## src/status_pkg.sv

```systemverilog
/*
 holds constants for the alu and reset status register
 assumes a single instruction-cycle clock domain
*/
package status_pkg;
	localparam logic [7:0] STATUS_ADDR     = 8'h03;
	localparam int         BIT_CARRY       = 0;
	localparam int         BIT_HALF_CARRY  = 1;
	localparam int         BIT_ZERO        = 2;
	localparam int         BIT_POWERDOWN   = 3;
	localparam int         BIT_WDT_EXPIRED = 4;
	localparam int         BIT_BANK_LO     = 5;
	localparam int         BIT_BANK_HI     = 6;
	localparam int         BIT_SPARE       = 7;
	localparam logic [2:0] UPPER_RESET     = 3'h0;
	localparam logic [1:0] RESETFLAG_POR   = 2'h3;
	localparam logic [2:0] ARITH_RESET     = 3'h0;
	localparam logic [7:0] FLAG_WRITE_MASK = 8'h07;
	localparam logic [7:0] RO_MASK         = 8'h18;
endpackage

```

## src/status_flag_unit.sv

```systemverilog
/*
 computes zero, half-carry and carry flags for an instruction result
 assumes operands and opcode class arrive on the same clock
*/
`timescale 1ns/100ps
`default_nettype none
module status_flag_unit
	import status_pkg::*;
(
	// operands
	input  wire logic [7:0] a,
	input  wire logic [7:0] b,
	input  wire logic       carry_in,
	// operation class
	input  wire logic       is_add,
	input  wire logic       is_sub,
	input  wire logic       is_rotate_right,
	input  wire logic       is_rotate_left,
	input  wire logic [7:0] logic_result,
	// flags
	output logic            zero,
	output logic            half_carry,
	output logic            carry
);
	logic [8:0] sum;
	logic [4:0] low_sum;
	logic [7:0] result;

	always_comb begin
		sum        = 9'h000;
		low_sum    = 5'h00;
		result     = logic_result;
		half_carry = 1'b0;
		carry      = carry_in;
		if (is_add) begin
			sum        = {1'b0, a} + {1'b0, b};
			low_sum    = {1'b0, a[3:0]} + {1'b0, b[3:0]};
			result     = sum[7:0];
			half_carry = low_sum[4];
			carry      = sum[8];
		end else if (is_sub) begin
			sum        = {1'b0, a} + {1'b0, ~b} + 9'h001;
			low_sum    = {1'b0, a[3:0]} + {1'b0, ~b[3:0]} + 5'h01;
			result     = sum[7:0];
			half_carry = low_sum[4];
			carry      = sum[8];
		end else if (is_rotate_right) begin
			carry = a[0];
		end else if (is_rotate_left) begin
			carry = a[7];
		end
		zero = (result == 8'h00);
	end
endmodule
`default_nettype wire

```

## src/alu_reset_status_register.sv

```systemverilog
/*
 holds the alu and reset status register with write masking
 assumes datapath drives write strobes and flag updates on CLOCK
*/
`timescale 1ns/100ps
`default_nettype none
// Function
// - one byte holds alu flags, reset-cause flags and page preselect bits
// - register is writable as destination of any instruction
// - flag-updating instruction to this register masks data writes to zero, half carry and carry flags
// - data writes never change time-out or power-down flags
// - register-clear zeroes upper three bits, sets zero, keeps other bits
// - page preselect bits choose program memory page above 512 words
// - add sets half carry on carry out of low nibble
// - subtract sets half carry when no borrow from low nibble
// - ARST_N clears the page preselect bits; power-up, kick, sleep and time-out events keep them
// - bits 5 and 6 feed program counter bits 9 and 10 on branch
module alu_reset_status_register
	import status_pkg::*;
(
	// clock and reset
	input  wire logic       CLOCK,
	input  wire logic       ARST_N,
	input  wire logic       CE,
	// data write from datapath
	input  wire logic [7:0] WR_ADDR,
	input  wire logic [7:0] WR_DATA,
	input  wire logic       WR_EN,
	input  wire logic       CLEAR_OP,
	// flag update from instruction
	input  wire logic       FLAG_UPDATE,
	input  wire logic       UPD_ZERO,
	input  wire logic       UPD_HALF,
	input  wire logic       UPD_CARRY,
	input  wire logic [7:0] ALU_A,
	input  wire logic [7:0] ALU_B,
	input  wire logic [7:0] LOGIC_RESULT,
	input  wire logic       OP_ADD,
	input  wire logic       OP_SUB,
	input  wire logic       OP_ROTATE_RIGHT,
	input  wire logic       OP_ROTATE_LEFT,
	// reset cause events
	input  wire logic       POWER_UP,
	input  wire logic       WATCHDOG_KICK,
	input  wire logic       SLEEP_OP,
	input  wire logic       WDT_TIMEOUT,
	// program counter load
	input  wire logic       PC_LOAD,
	// outputs
	output logic [7:0]      STATUS_OUT,
	output logic [1:0]      PC_PAGE_BITS
);
	typedef struct packed {
		logic [7:0] status;
		logic [1:0] page_latch;
	} state_t;

	state_t state_reg;
	state_t state_next;
	logic   f_zero;
	logic   f_half;
	logic   f_carry;
	logic   hit;

	status_flag_unit status_flag_unit_inst (
		.a               (ALU_A),
		.b               (ALU_B),
		.carry_in        (state_reg.status[BIT_CARRY]),
		.is_add          (OP_ADD),
		.is_sub          (OP_SUB),
		.is_rotate_right (OP_ROTATE_RIGHT),
		.is_rotate_left  (OP_ROTATE_LEFT),
		.logic_result    (LOGIC_RESULT),
		.zero            (f_zero),
		.half_carry      (f_half),
		.carry           (f_carry)
	);

	assign hit = WR_EN && (WR_ADDR == STATUS_ADDR);

	always_comb begin
		state_next = state_reg;
		// instruction data write
		if (hit) begin
			if (CLEAR_OP) begin
				state_next.status[7:5]      = UPPER_RESET;
				state_next.status[BIT_ZERO] = 1'b1;
			end else begin
				for (int i = 0; i < 8; i++) begin
					if (!RO_MASK[i] && !(FLAG_UPDATE && FLAG_WRITE_MASK[i])) begin
						state_next.status[i] = WR_DATA[i];
					end
				end
			end
		end
		// flags from instruction logic, clear of this register wins
		if (FLAG_UPDATE && !(hit && CLEAR_OP)) begin
			if (UPD_ZERO) begin
				state_next.status[BIT_ZERO] = f_zero;
			end
			if (UPD_HALF) begin
				state_next.status[BIT_HALF_CARRY] = f_half;
			end
			if (UPD_CARRY) begin
				state_next.status[BIT_CARRY] = f_carry;
			end
		end
		// reset-cause events
		if (POWER_UP || WATCHDOG_KICK) begin
			state_next.status[BIT_WDT_EXPIRED] = 1'b1;
			state_next.status[BIT_POWERDOWN]   = 1'b1;
		end else if (SLEEP_OP) begin
			state_next.status[BIT_WDT_EXPIRED] = 1'b1;
			state_next.status[BIT_POWERDOWN]   = 1'b0;
		end else if (WDT_TIMEOUT) begin
			state_next.status[BIT_WDT_EXPIRED] = 1'b0;
		end
		// page latch for program counter load
		if (PC_LOAD) begin
			state_next.page_latch = state_reg.status[BIT_BANK_HI:BIT_BANK_LO];
		end
	end

	always_ff @(posedge CLOCK or negedge ARST_N) begin
		if (!ARST_N) begin
			state_reg.status     <= {UPPER_RESET, RESETFLAG_POR, ARITH_RESET};
			state_reg.page_latch <= 2'h0;
		end else if (CE) begin
			state_reg <= state_next;
		end
	end

	assign STATUS_OUT   = state_reg.status;
	assign PC_PAGE_BITS = state_reg.page_latch;

	// write path, event, page, half-carry and enable checks
	ro_flags_a: assert property (@(posedge CLOCK) disable iff (!ARST_N)
		CE && hit && !POWER_UP && !WATCHDOG_KICK && !SLEEP_OP && !WDT_TIMEOUT
		|=> $stable(STATUS_OUT[4:3]))
		else $error("reset flags changed by write");
	clear_op_a: assert property (@(posedge CLOCK) disable iff (!ARST_N)
		CE && hit && CLEAR_OP |=> STATUS_OUT[7:5] == 3'h0 && STATUS_OUT[BIT_ZERO]
		&& STATUS_OUT[1:0] == $past(STATUS_OUT[1:0]))
		else $error("register clear wrong");
	mask_flags_a: assert property (@(posedge CLOCK) disable iff (!ARST_N)
		CE && hit && FLAG_UPDATE && !CLEAR_OP && !UPD_ZERO && !UPD_HALF
		|=> STATUS_OUT[2:1] == $past(STATUS_OUT[2:1]))
		else $error("masked flags taken from write data");
	plain_write_a: assert property (@(posedge CLOCK) disable iff (!ARST_N)
		CE && hit && !FLAG_UPDATE && !CLEAR_OP |=> STATUS_OUT[7:5] == $past(WR_DATA[7:5])
		&& STATUS_OUT[2:0] == $past(WR_DATA[2:0]))
		else $error("data write lost");
	sleep_flags_a: assert property (@(posedge CLOCK) disable iff (!ARST_N)
		CE && SLEEP_OP && !POWER_UP && !WATCHDOG_KICK |=> STATUS_OUT[4:3] == 2'b10)
		else $error("sleep flags wrong");
	timeout_a: assert property (@(posedge CLOCK) disable iff (!ARST_N)
		CE && WDT_TIMEOUT && !POWER_UP && !WATCHDOG_KICK && !SLEEP_OP
		|=> !STATUS_OUT[BIT_WDT_EXPIRED])
		else $error("time-out flag not cleared");
	page_load_a: assert property (@(posedge CLOCK) disable iff (!ARST_N)
		CE && PC_LOAD |=> PC_PAGE_BITS == $past(STATUS_OUT[6:5]))
		else $error("page bits not loaded");
	half_add_a: assert property (@(posedge CLOCK) disable iff (!ARST_N)
		CE && FLAG_UPDATE && UPD_HALF && OP_ADD && !CLEAR_OP
		|=> STATUS_OUT[BIT_HALF_CARRY]
		== ({1'b0, $past(ALU_A[3:0])} + {1'b0, $past(ALU_B[3:0])} > 5'h0F))
		else $error("half carry on add wrong");
	half_sub_a: assert property (@(posedge CLOCK) disable iff (!ARST_N)
		CE && FLAG_UPDATE && UPD_HALF && OP_SUB && !CLEAR_OP
		|=> STATUS_OUT[BIT_HALF_CARRY] == ($past(ALU_A[3:0]) >= $past(ALU_B[3:0])))
		else $error("half carry on sub wrong");
	freeze_a: assert property (@(posedge CLOCK) disable iff (!ARST_N)
		!CE |=> $stable(STATUS_OUT) && $stable(PC_PAGE_BITS))
		else $error("state moved without enable");

	// carry and zero from flag logic
	add_carry_a: assert property (@(posedge CLOCK) disable iff (!ARST_N)
		CE && FLAG_UPDATE && UPD_CARRY && OP_ADD && !(hit && CLEAR_OP)
		|=> STATUS_OUT[BIT_CARRY] == ({1'b0, $past(ALU_A)} + {1'b0, $past(ALU_B)} > 9'h0FF))
		else $error("carry on add wrong");
	add_zero_a: assert property (@(posedge CLOCK) disable iff (!ARST_N)
		CE && FLAG_UPDATE && UPD_ZERO && OP_ADD && !(hit && CLEAR_OP)
		|=> STATUS_OUT[BIT_ZERO] == ($past(ALU_A) + $past(ALU_B) == 8'h00))
		else $error("zero on add wrong");
	sub_carry_a: assert property (@(posedge CLOCK) disable iff (!ARST_N)
		CE && FLAG_UPDATE && UPD_CARRY && OP_SUB && !OP_ADD && !(hit && CLEAR_OP)
		|=> STATUS_OUT[BIT_CARRY] == ($past(ALU_A) >= $past(ALU_B)))
		else $error("no-borrow on subtract wrong");
	right_carry_a: assert property (@(posedge CLOCK) disable iff (!ARST_N)
		CE && FLAG_UPDATE && UPD_CARRY && OP_ROTATE_RIGHT && !OP_ADD && !OP_SUB
		&& !(hit && CLEAR_OP) |=> STATUS_OUT[BIT_CARRY] == $past(ALU_A[0]))
		else $error("carry on rotate right wrong");
	left_carry_a: assert property (@(posedge CLOCK) disable iff (!ARST_N)
		CE && FLAG_UPDATE && UPD_CARRY && OP_ROTATE_LEFT && !OP_ROTATE_RIGHT && !OP_ADD
		&& !OP_SUB && !(hit && CLEAR_OP) |=> STATUS_OUT[BIT_CARRY] == $past(ALU_A[7]))
		else $error("carry on rotate left wrong");
	logic_zero_a: assert property (@(posedge CLOCK) disable iff (!ARST_N)
		CE && FLAG_UPDATE && UPD_ZERO && !OP_ADD && !OP_SUB && !(hit && CLEAR_OP)
		|=> STATUS_OUT[BIT_ZERO] == ($past(LOGIC_RESULT) == 8'h00))
		else $error("zero on logic result wrong");

	// reset-cause and page checks
	kick_flags_a: assert property (@(posedge CLOCK) disable iff (!ARST_N)
		CE && (POWER_UP || WATCHDOG_KICK) |=> STATUS_OUT[4:3] == 2'b11)
		else $error("power-up or kick flags wrong");
	clear_keep_a: assert property (@(posedge CLOCK) disable iff (!ARST_N)
		CE && hit && CLEAR_OP && !POWER_UP && !WATCHDOG_KICK && !SLEEP_OP && !WDT_TIMEOUT
		|=> $stable(STATUS_OUT[4:3]))
		else $error("register clear moved reset flags");
	page_hold_a: assert property (@(posedge CLOCK) disable iff (!ARST_N)
		CE && !PC_LOAD |=> $stable(PC_PAGE_BITS))
		else $error("page bits moved without load");
	page_reset_a: assert property (@(posedge CLOCK)
		!ARST_N && !$past(ARST_N) |-> PC_PAGE_BITS == 2'h0 && STATUS_OUT[6:5] == 2'h0)
		else $error("page bits not cleared by reset");

	write_cov: cover property (@(posedge CLOCK) CE && hit && !CLEAR_OP);
	clear_cov: cover property (@(posedge CLOCK) CE && hit && CLEAR_OP);
	sleep_cov: cover property (@(posedge CLOCK) CE && SLEEP_OP);
	add_cov:   cover property (@(posedge CLOCK) CE && FLAG_UPDATE && OP_ADD && f_half);
	rotate_cov: cover property (@(posedge CLOCK) CE && FLAG_UPDATE && (OP_ROTATE_RIGHT || OP_ROTATE_LEFT));
endmodule
`default_nettype wire

```

## config.mk

```make
export PLATFORM = sky130hd
export DESIGN_NAME = alu_reset_status_register
export DESIGN_NICKNAME = d
export VERILOG_FILES = /design/src/status_pkg.sv /design/src/status_flag_unit.sv /design/src/alu_reset_status_register.sv
export SDC_FILE = /design/constraint.sdc
export NUM_CORES = 1
export LEC_CHECK = 0
export ABC_CLOCK_PERIOD_IN_PS = 800
export BUFFER_PORTS_ARGS = -buffer_cell sky130_fd_sc_hd__buf_4
export CORE_MARGIN = 4
export CORE_UTILIZATION = 33
export DETAILED_ROUTE_END_ITERATION = 7
export PLACE_DENSITY = 0.61
export REMOVE_ABC_BUFFERS = 1
export SYNTH_ARGS = -nofsm -noshare
export SYNTH_HDL_FRONTEND = slang
export SYNTH_SLANG_ARGS = --single-unit
export TNS_END_PERCENT = 30
```

## constraint.sdc

```tcl
create_clock -name CLOCK -period 0.8 [get_ports CLOCK]
set_input_delay 0.16 -clock CLOCK [delete_from_list [all_inputs] [get_ports CLOCK]]
set_output_delay 0.16 -clock CLOCK [all_outputs]
set_load 0.03 [all_outputs]
```

# [Yosys cells after proc, flatten, opt, wreduce, memory -nomap -nowiden]
# Cells that the tools add are included.
[word_totals] output_inout_bits=10 ff_bits=10 in_bits=58
[op_classes] n_mux=23 bitwise=2 eq_ne=2 reduce_logical=13 addsub=6
[ops] cell="$add 8x8->9" count=2
[ops] cell="$mux 1" count=16
[ops] cell="$mux 8" count=2
[ops] cell="$add 4x4->5" count=2
[ops] cell="$reduce_and 2->1" count=5
[ops] cell="$add 9x1->9 const B" count=1
[ops] cell="$mux 3" count=3
[ops] cell="$eq 8x2->1 const B" count=1
[ops] cell="$logic_not 8->1" count=1
[ops] cell="$not 8->8" count=1
[ops] cell="$ne 6x6->1 const B" count=1
[ops] cell="$add 5x1->5 const B" count=1
[ops] cell="$mux 2" count=2
[ops] cell="$not 4->4" count=1
[ops] cell="$logic_and 1x1->1" count=3
[ops] cell="$reduce_bool 3->1" count=1
[ops] cell="$reduce_bool 2->1" count=1
[ops] cell="$logic_not 1->1" count=1
[ops] cell="$logic_or 1x1->1" count=1

# [Logic depth before layout (Yosys ltp)]
# Gate-level depths: netlist of the first run.
[logic_depth] ltp_word=8 depth_mapped=10

# [Hierarchy]
# A second synthesis of the first run with hierarchy kept.
[hier_totals] cells_unflattened=204 area_unflattened_um2=1599.0
[modules_own_cells] module="status_flag_unit" n_inst=1 area_each_um2=1001.0 cells_per_inst=140
[modules_own_cells] module="alu_reset_status_register" n_inst=1 area_each_um2=598.1 cells_per_inst=64

# [Worst setup path after synthesis of the first run]
# Ideal clock, no wire load.
[synth_timing] kind="input port to flip-flop" startpoint="input port ALU_A[0]" endpoint="register state_reg, in the netlist STATUS_OUT[2]" path_slack_ns=-1.263 setup_ns=0.079 t_arrival_ns=1.983 path_stages=10 n_path_buf=0 required_ns=0.721 path_cell_list="inv_1 -> ha_1 -> fa_1 -> nand2b_1 -> a21oi_1 -> mux2i_1 -> nand4_1 -> a22o_1 -> a211oi_1 -> a2bb2oi_1"
[synth_between] elab_chain_len=7 elab_cells_between_ends=8 classes_between="3 x add/sub; 4 x mux; 1 x reduce/logical"
[synth_lines] item="start, declared" line="alu_reset_status_register.sv:35" text="input wire logic [7:0] ALU_A,"
[synth_lines] item="$add 8x8->9" line="status_flag_unit.sv:42" text="sum = {1'b0, a} + {1'b0, ~b} + 9'h001;"
[synth_lines] item="$add 9x1->9" line="status_flag_unit.sv:42"
[synth_lines] item="$mux 8" line="status_flag_unit.sv:41" text="end else if (is_sub) begin"
[synth_lines] item="$mux 8 (*)" line="status_flag_unit.sv:35" text="if (is_add) begin"
[synth_lines] item="$logic_not 8->1 (*)" line="status_flag_unit.sv:52" text="zero = (result == 8'h00);"
[synth_lines] item="$mux 1 (*)" line="alu_reset_status_register.sv:98" text="if (UPD_ZERO) begin"
[synth_lines] item="$mux 3 (*)" line="alu_reset_status_register.sv:97" text="if (FLAG_UPDATE && !(hit && CLEAR_OP)) begin"
[synth_lines] item="end signal, assigned" line="alu_reset_status_register.sv:129" text="state_reg <= state_next;"
[synth_lines] item="end, declared" line="alu_reset_status_register.sv:58" text="state_t state_reg;"
# Mark *: on every way between the ends. The rest lies on a longest branch, timed or not.
# A chain may end at the register's enable or synchronous reset.

# [Worst setup path after layout of the first run]
[layout_timing] startpoint="input port ALU_B[0]" endpoint="register state_reg, in the netlist STATUS_OUT[2]"
[layout_between] elab_chain_len=8 elab_cells_between_ends=9 classes_between="3 x add/sub; 4 x mux; 1 x bitwise; 1 x reduce/logical"
[layout_lines] item="start, declared" line="alu_reset_status_register.sv:36" text="input wire logic [7:0] ALU_B,"
[layout_lines] item="$not 8->8" line="status_flag_unit.sv:42"
[layout_lines] item="$add 8x8->9" line="status_flag_unit.sv:42"
[layout_lines] item="$add 9x1->9" line="status_flag_unit.sv:42"
[layout_lines] item="$mux 8" line="status_flag_unit.sv:41"
[layout_lines] item="$mux 8 (*)" line="status_flag_unit.sv:35"
[layout_lines] item="$logic_not 8->1 (*)" line="status_flag_unit.sv:52"
[layout_lines] item="$mux 1 (*)" line="alu_reset_status_register.sv:98"
[layout_lines] item="$mux 3 (*)" line="alu_reset_status_register.sv:97"
# Marked as above.

==> summary.md, run 1 <==
| Metric | Value |
|---|---|
| CTS tree | built |
| Hold Path Depth | 4 |
| Synth top cells by count | nand2_1, ha_1, a21oi_1, inv_1, nor2_1 |
| Reg2reg end | STATUS_OUT[2] |
| Sequential element share of the synthesized area | approximately 18% |
| DR vias/cell | ~5 |
| Residual DRC | 0 |
| Layout fillers | roughly 380 |
| Post-synth top area share | 14.4% |
| Worst R2R Path Depth | 3 |
| Cell taking the most area after synthesis | dfrtp_1 |
| Multi-input logic area | ~0.0012 mm² |
| Violated checks | negative setup slack |
| Setup total negative slack | -5280 ps |
| CTS Sinks | 10 |
| Skew-Pair Late Insertion Delay | ~240 ps |
| Register bit total from synthesis | 10 |
| Reg area | about 250 µm² |
| Worst hold start | WDT_TIMEOUT |
| Yosys Warn Count | 0 |
| Pwr dens | between 1000 and 1500 mW/mm² |
| Max-Cap Viols | 0 |
| DR vias | approximately 1700 |
| Fraction of registers with async set/reset | 100% |
| Setup Skew | between 7 and 8 ps |
| H-Tree Depth | 1 |
| Final-report hold violation count | 0 |
| Initial Util | 34.6% |
| Post-synthesis cell area | around 0.0014 mm² |
| Nets | around 360 |
| Startpoint Class | primary input |
| Post-DP HPWL | 3.51 mm |
| WL final | approximately 4.3 mm |
| Clock Pin Slew Worst Setup and Hold Paths | about 50 ps |
| CTS Buffer Depth | 2 |
| Critical Path End Type | flop |
| Slew Viols, Final | 0 |
| Crit Path Class | primary input to flop |
| Hold Path End | STATUS_OUT[4] |
| Status | complete, but fails checks |
| 1st-iter DRT viols | between 50 and 60 |
| Worst Hold Margin | 141 ps |
| Most numerous cell in the Yosys netlist | nand2_1 |
| Share of cells above drive strength 1 | 49.6% |
| FF-to-FF setup slack | -90 ps |
| Syn Inst Count | between 150 and 200 |
| Final setup fails | 17 |
| Fmax | about 0.55 GHz |
| Netlist cell types | 54 |
| N_diodes | 0 |
| Final worst slack | -1030 ps |
| I/O pin count | 68 |
| Worst vdd rail ir drop | 0.515 mV |
| Die X | about 73 µm |
| Crit path DAT | a little under 2000 ps |
| Die H | roughly 73 µm |
| Gr usage total | 16.2% |
| Grt ovf | 0 |
| Final worst path period share | 229% |
| Largest cells by area after synthesis | dfrtp_1, ha_1, nand2_1 |
| Num CTS Buffers | 3 |
| Post-synth EDFFs | 0 |
| Relative slew slack | roughly four fifths |
| Final Critical Period | about 1800 ps |
| First-pass GRT wire length | 6.95 mm |
| Vias in the first global route | between 1500 and 2000 |
| Hold Path Class | primary input to flop |
| Worst Setup SP | ALU_B[0] |
| Dominant synthesized flop cell | dfrtp_1 |
| Largest net degree at the start of global routing | 11 |
| Initial antenna violation count | 0 |
| Core footprint | 0.00403 mm² |
| RSZ-0062 raised after global routing | yes |
| Largest fanout on the critical path | 2 |
| CTS root buf | clkbuf_8 |
| Final ANT Viol Nets | 0 |
| Routed WL per cell | about 13 µm |
| Die footprint | around 0.0053 mm² |
| Routability congestion estimate | around 0.80 |
| Critical Path RT | roughly 960 ps |
| Worst r2r src | STATUS_OUT[2] |
| Mapped Avg Cell Area | between 7 and 8 µm² |
| P&R area growth vs syn | 80.1% |
| 1st-pass router iterations | 4 |
| Least-Margin Pin Slew | roughly 320 ps |
| Port buffer count | 65 |
| Leak Pwr | between 1 and 1.5 nW |
| # rows | 23 |
report_power, final:
part | switching (mW) | internal [mW] | leakage [nW]
Sequential | 0.0322 | 0.555 | 0.124
Clock | 0.200 | 0.433 | 0.0288
Combinational | 0.656 | 0.796 | 1.04
Total | 0.888 | 1.78 | 1.19
cells in the final DEF (no fill, tap or decap), types with 5 or more instances in the layout:
cell       n
nand2_1   17
nand2b_1   5
nor2b_1    5
o21ai_0    5
o21ai_1    8
inv_1     11
dfrtp_1    8
a21oi_1   12
ha_1      12
buf_6     17
buf_4     88
nor2_1     8
layer usage:
layer	part of all wire, %	wire (µm)	track usage (%)	up-vias
met2	48	2060	27.8	53
met5	0	0	0	-
li1	-	-	-	858
met1	44	1880	21.2	755
met3	7.2	309	2.48	5
met4	0.86	37	4.30	0
final cells by class:
type                    count  area share [%]
multi-input cells         148            48.2
repair buffers            107            35.0
flip-flops and latches     10            10.1
well taps                  50            2.49
clock buffers               4            2.19
inverters                  13            2.04
stage by stage:
stage	std cells	power (mW)	area (µm²)	worst slack [ps]	util (%)
3_5_place_dp	323	1.84	2190	-1480	54.3
3_3_place_gp	323	1.84	2190	-1360	54.3
4_1_cts	331	2.62	2420	-1010	60.1
5_1_grt	332	2.83	2510	-1090	62.3
6_report	332	2.67	2510	-1030	62.3
2_1_floorplan	171	1.22	1360	-1270	-
state kept, by name, summed over array words and instances (netlist names):
| name | cells |
|---|---|
| PC_PAGE_BITS | 2 |
| STATUS_OUT | 8 |
worst max path at each step:
stage | end | slack, ps
after floorplan | STATUS_OUT[2] | -1270
after global placement | STATUS_OUT[2] | -1360
after detailed placement | STATUS_OUT[2] | -1480
after CTS | STATUS_OUT[2] | -1010
after global routing | STATUS_OUT[2] | -1090
final | STATUS_OUT[2] | -1030
worst max-delay path: stages:
cell	delay, ps
buf_6	110
ha_4	160
fa_2	330
nand2b_4	150
a21oi_4	150
mux2i_1	210
nand4_1	120
a22o_1	260
a211oi_2	160
a2bb2oi_1	190
cell families after synthesis:
group | count (synthesis) | share of synthesized area, %
and+or+nand+nor | 66 | 25.7
AOI/OAI and AO/OA | 54 | 26.3
buffers and inverters | 18 | 5.75
adders and majority gates | 18 | 17.3
DFF | 10 | 18.1
xor gates and xnor gates | 6 | 3.77
muxes | 4 | 3.05
repair_timing:
item,in CTS,in global routing
hold endpoints to repair,10,0
endpoints found under the setup margin,16,18
resized for setup,36,15
pin swaps,15,15
hold buffers,1,0
setup buffers,3,1
Power figures use the tool's default switching activity.
==> run 2, diff against run 1 <==
BUFFER_PORTS_ARGS = -buffer_cell sky130_fd_sc_hd__buf_2   (was -buffer_cell sky130_fd_sc_hd__buf_4)
CTS_CLUSTER_SIZE = 10   (was default)
==> summary.md, run 2 (synthesis results as in run 1) <==
| Metric | Value |
|---|---|
| Startpoint Class | primary input |
| Die H | 73.0 µm (unchanged) |
| Wire length on met3 | 335 µm (+8.4%) |
| Worst Setup SP | ALU_A[0] |
| Port buffer count | 65 (unchanged) |
| I/O pin count | 68 (unchanged) |
| Crit path DAT | 1970 ps (-20 ps) |
| Gr usage total | 15.9% (-0.31 points) |
| Residual DRC | 0 (unchanged) |
| Final worst path period share | 226% (-3.0 points) |
| Critical Path RT | 960 ps (about the same) |
| Crit-path max cell delay | 330 ps (about the same) |
| Crit-path slowest cell | fa_2 |
| Least-Margin Pin Slew | 273 ps (-42.7 ps) |
| Sequential power share | 21.6% (-0.4 points) |
| Worst setup path endpoint | STATUS_OUT[2] |
| Setup Skew | 0.167 ps (-7.08 ps) |
| Num CTS Buffers | 3 (unchanged) |
| Clock Power Share | 22.7% (-1.0 points) |
| Layout fillers | 336 (-11%) |
| Final setup fails | 18 (+1) |
| Relative slew slack | 81.6% (+2.8 points) |
| Critical Path End Type | flop |
| PnR Total Power | 2.72 mW (+1.9%) |
| Nets | 368 (+2.5%) |
| Switching Fraction | 33.9% (+0.61 points) |
| Skew-Pair Late Insertion Delay | 230 ps (about the same) |
| CTS tree | built |
| N_diodes | 0 (unchanged) |
| Highest metal used | met4 |
| RSZ-0062 raised after global routing | yes |
| Die X | 73.0 µm (unchanged) |
| Largest register FFs | 8 (unchanged) |
| Final worst slack | -1000 ps (+23.7 ps) |
| Worst R2R Path Depth | 3 (unchanged) |
| Status | complete, but fails checks |
| 1st-pass router iterations | 4 (unchanged) |
| Internal power | 1.80 mW (+0.97%) |
| Grt ovf | 0 (unchanged) |
| Crit Path Class | primary input to flop |
| Hold Path Class | primary input to flop |
| Routed WL per cell | 13.1 µm (+1.0%) |
| # rows | 23 (unchanged) |
| Commonest non-fill, non-tap cell in the layout | buf_2 |
| DR vias/cell | 5.07 (+0.68%) |
| H-Tree Depth | 1 (unchanged) |
| Leak Pwr | 1.21 nW (+1.7%) |
| Switch Pwr | 0.922 mW (+3.8%) |
| Slew Viols, Final | 0 (unchanged) |
| Die footprint | 0.00532 mm² (unchanged) |
| Reg2reg end | STATUS_OUT[2] |
| Violated checks | negative setup slack |
| Fmax | 0.554 GHz (+1.3%) |
| Worst vdd rail ir drop | 0.421 mV (-18%) |
| FF-to-FF setup slack | -100 ps (about the same) |
| Setup total negative slack | -5290 ps (-8.35 ps) |
| Largest fanout on the critical path | 2 (unchanged) |
| WL final | 4.45 mm (+3.8%) |
| Share of total power in combinational logic | 55.7% (+1.3 points) |
| Commonest cells after routing, fill and taps aside | buf_2, buf_4, buf_6 |
| CP Cell Sequence | buf_8 > inv_4 > ha_4 > fa_2 > nand2b_4 > a21oi_4 > mux2i_1 > nand4_1 > a22o_1 > a211oi_2 > a2bb2oi_2 |
| Final-report hold violation count | 0 (unchanged) |
| Post-DP HPWL | 3.40 mm (-3.2%) |
| P&R area growth vs syn | 85.6% |
| WL met2 | 2.18 mm (+5.8%) |
| Initial Util | 34.6% (unchanged) |
| M1 WL | 1.84 mm (-2.1%) |
| Core footprint | 0.00403 mm² (unchanged) |
| Worst r2r src | STATUS_OUT[2] |
| CTS Buffer Depth | 2 (unchanged) |
| Max-Cap Viols | 0 (unchanged) |
| CTS root buf | clkbuf_8 |
| Largest net degree at the start of global routing | 11 (unchanged) |
| Final ANT Viol Nets | 0 (unchanged) |
| CTS Sinks | 10 (unchanged) |
| Vias in the first global route | 1665 (+5.8%) |
| 1st-iter DRT viols | 54 (-1.8%) |
| Final Critical Period | 1800 ps (-23.7 ps) |
| Clock Pin Slew Worst Setup and Hold Paths | 50 ps (about the same) |
| Initial antenna violation count | 0 (unchanged) |
| Routability congestion estimate | 0.833 (+3.6%) |
| Share of cells above drive strength 1 | 54.0% (+4.3 points) |
| First-pass GRT wire length | 6.91 mm (-0.50%) |
| Pwr dens | 1050 mW/mm² (-1.1%) |
| DR vias | 1728 (+3.4%) |
## run 2: changes by cell type in the layout (fill, tap and decap cells not counted), sizes merged
| cell | change |
|---|---|
| buf | +9 |
## run 2: power groups by stage
stage	registers (mW)	clock network, mW	logic (mW)
after floorplan	0.665	0	0.558
after detailed placement	0.582	0	1.18
after CTS	0.585	0.631	1.37
after global placement	0.583	0	1.17
final	0.587	0.619	1.52
after global routing	0.593	0.652	1.65
## run 2: per-stage QoR
step           cell area, µm²  setup slack [ps]  cells  utilization, %  hold WS, ps
2_1_floorplan            1360             -1270    171               -         -136
6_report                 2580             -1000    341            64.2          152
3_5_place_dp             2070             -1500    329            51.4         32.1
3_3_place_gp             2070             -1360    329            51.4         31.7
5_1_grt                  2580             -1080    341            64.2          175
4_1_cts                  2370             -1050    336            58.8          145
## run 2: how the worst min path moves through the flow
stage                     cells past startpoint              end         from  slack, ps
after global routing                          4    STATUS_OUT[4]  WDT_TIMEOUT        180
after global placement                        1  PC_PAGE_BITS[1]       ARST_N         30
after floorplan                               0  PC_PAGE_BITS[0]       ARST_N       -140
after CTS                                     4    STATUS_OUT[4]  WDT_TIMEOUT        140
final                                         4    STATUS_OUT[4]  WDT_TIMEOUT        150
after detailed placement                      1  PC_PAGE_BITS[1]       ARST_N         30
## run 2: cell type report
class | count | area [µm²] | area share (%)
inverter | 13 | 56.3 | 2.18
multi-input combinational | 148 | 1280 | 49.5
sequential | 10 | 253 | 9.78
clock buffer | 4 | 55.1 | 2.13
tap | 50 | 62.6 | 2.42
timing repair buffer | 116 | 880 | 34.0
## run 2: repair_timing
action / CTS / global route
hold buffers: 1 / 0
gates resized for setup: 54 / 42
pin swaps: 19 / 25
setup buffers: 2 / 5
endpoints found under the hold margin: 8 / 0
endpoints found under the setup margin: 16 / 18
## run 2: layer usage
layer / GRT usage [%] / vias up
li1: - / 871
met1: 19.4 / 785
met2: 28.4 / 61
met3: 2.07 / 11
met4: 5.74 / 0
met5: 0 / -
## run 2: critical path, delay by kind of cell
family	cells	cell delay, ps
AO/OA/AOI/OAI	4	710
adder cells (fa/ha/maj)	2	480
buffers and inverters	2	110
multiplexers	1	230
AND/OR/NAND/NOR	2	260
==> run 3, diff against run 2 <==
CORE_UTILIZATION = 40   (was 33)
PLACE_DENSITY = 0.72   (was 0.61)
==> summary.md, run 3 (synthesis results as in run 1) <==
| Metric | Value |
|---|---|
| Layout fillers | 247 (-26%) |
| CTS Sinks | 10 (unchanged) |
| Post-DP HPWL | 3.49 mm (+2.7%) |
| Max-Cap Viols | 0 (unchanged) |
| Hold Path Class | primary input to flop |
| Worst hold start | WDT_TIMEOUT |
| FF-to-FF setup slack | -120 ps (-20 ps) |
| Share of cells above drive strength 1 | 50.9% (-3.1 points) |
| Met2 usage | 42.5% (+14 points) |
| Busiest grt layer | met2 |
| Vias in the first global route | 1823 (+9.5%) |
| N_diodes | 0 (unchanged) |
| Clock Pin Slew Worst Setup and Hold Paths | 60 ps (about the same) |
| Violated checks | negative setup slack |
| Hold Path End | STATUS_OUT[4] |
| Commonest cells after routing, fill and taps aside | buf_2, buf_4, buf_6 |
| P&R area growth vs syn | 73.1% |
| Grt ovf | 0 (unchanged) |
| Port buffer count | 65 (unchanged) |
| Final setup fails | 16 (-2) |
| CTS Buffer Depth | 2 (unchanged) |
| Fmax | 0.537 GHz (-3.1%) |
| Nets | 366 (-0.54%) |
| Final ANT Viol Nets | 0 (unchanged) |
| Setup total negative slack | -5600 ps (-318 ps) |
| Residual DRC | 0 (unchanged) |
| Worst r2r src | STATUS_OUT[2] |
| Core footprint | 0.00334 mm² (-17%) |
| Least-Margin Pin Slew | 316 ps (+42.9 ps) |
| Gr usage total | 21.2% (+5.3 points) |
| Num CTS Buffers | 3 (unchanged) |
| Initial antenna violation count | 0 (unchanged) |
| Final-report hold violation count | 0 (unchanged) |
| Met1 usage | 21.5% (+2.1 points) |
| # rows | 21 (-8.7%) |
| Initial Util | 41.7% (+7.2 points) |
| Die footprint | 0.00449 mm² (-16%) |
| Skew-Pair Late Insertion Delay | 260 ps (+30 ps) |
| Routability congestion estimate | 0.856 (+2.7%) |
| Commonest non-fill, non-tap cell in the layout | buf_2 |
| WL final | 4.91 mm (+10%) |
| Leak Pwr | 1.17 nW (-4.0%) |
| Startpoint Class | primary input |
| Die X | 67.0 µm (-8.2%) |
| H-Tree Depth | 1 (unchanged) |
| Largest register FFs | 8 (unchanged) |
| I/O pin count | 68 (unchanged) |
| Final worst slack | -1060 ps (-58.2 ps) |
| Largest net degree at the start of global routing | 11 (unchanged) |
| Reg2reg end | STATUS_OUT[2] |
| DR vias/cell | 5.33 (+5.2%) |
| 1st-pass router iterations | 4 (unchanged) |
| Final Critical Period | 1860 ps (+58.2 ps) |
| PnR Total Power | 2.40 mW (-12%) |
| Slew Viols, Final | 0 (unchanged) |
| First-pass GRT wire length | 7.47 mm (+8.1%) |
| Status | complete, but fails checks |
| Setup Skew | 6.64 ps (+6.47 ps) |
| CTS tree | built |
| Crit path DAT | 2040 ps (+70 ps) |
| Critical Path RT | 980 ps (+20 ps) |
| Final worst path period share | 233% (+7.3 points) |
| Pwr dens | 995 mW/mm² (-5.5%) |
| Die H | 67.0 µm (-8.2%) |
| Crit Path Class | primary input to flop |
| Worst vdd rail ir drop | 0.477 mV (+13%) |
| Met3 Track Usage GR | 3.04% (+0.97 points) |
| Largest fanout on the critical path | 3 (+1) |
| Reg area | 253 µm² (unchanged) |
| Critical Path End Type | flop |
| Routed WL per cell | 14.7 µm (+12%) |
| Worst R2R Path Depth | 3 (unchanged) |
| CTS root buf | clkbuf_4 |
| Hold Path Depth | 4 (unchanged) |
| DR vias | 1786 (+3.4%) |
| 1st-iter DRT viols | 132 (+140%) |
| RSZ-0062 raised after global routing | yes |
| Relative slew slack | 78.7% (-2.9 points) |
| Multi-input logic area | 0.00121 mm² (-5.1%) |
-- run 3: layout make-up --
class / count / share of cell area [%]
inverters: 13 / 2.13
well taps: 46 / 2.39
flip-flops and latches: 10 / 10.5
multi-input cells: 148 / 50.3
clock buffers: 4 / 1.09
repair buffers: 114 / 33.6
-- run 3: repair_timing --
action                                  in CTS  in global routing
hold buffers                                 1                  0
endpoints found under the hold margin       10                  0
pin swaps                                   15                 13
endpoints found under the setup margin      16                 16
resized for setup                           51                 16
buffers inserted                             2                  4
-- run 3: power by group --
group          switching [mW]  internal [mW]
clock network           0.173          0.193
registers              0.0314          0.553
logic                   0.699          0.752
-- run 3: worst max-delay path by stage --
stage,startpoint,to,slack [ps],depth (start not counted)
2_1_floorplan,ALU_A[0],STATUS_OUT[2],-1270,10
3_3_place_gp,ALU_A[0],STATUS_OUT[2],-1390,11
3_5_place_dp,ALU_A[0],STATUS_OUT[2],-1490,11
4_1_cts,ALU_A[0],STATUS_OUT[2],-1000,11
5_1_grt,ALU_A[1],STATUS_OUT[2],-1130,10
6_report,ALU_A[2],STATUS_OUT[2],-1060,9
-- run 3: critical path, stage by stage --
cell,delay (ps)
buf_2,130
ha_1,250
and2b_4,290
a211oi_4,50
o41a_1,320
a32oi_1,240
nand4_1,180
a211oi_2,240
a2bb2oi_1,190
-- run 3: metal layers --
metal / wire length, µm / up-vias
li1: - / 869
met1: 1860 / 816
met2: 2570 / 83
met3: 351 / 18
met4: 133 / 0
met5: 0 / -
-- run 3: metrics by stage --
stage          utilization, %  cells  cell area [µm²]  setup slack [ps]  hold WS, ps
3_3_place_gp             61.9    325             2070             -1390         34.8
4_1_cts                  69.6    332             2320              -998          127
5_1_grt                  72.3    335             2410             -1130          125
2_1_floorplan               -    171             1360             -1270         -136
6_report                 72.3    335             2410             -1060          128
3_5_place_dp             61.9    325             2070             -1490         30.7
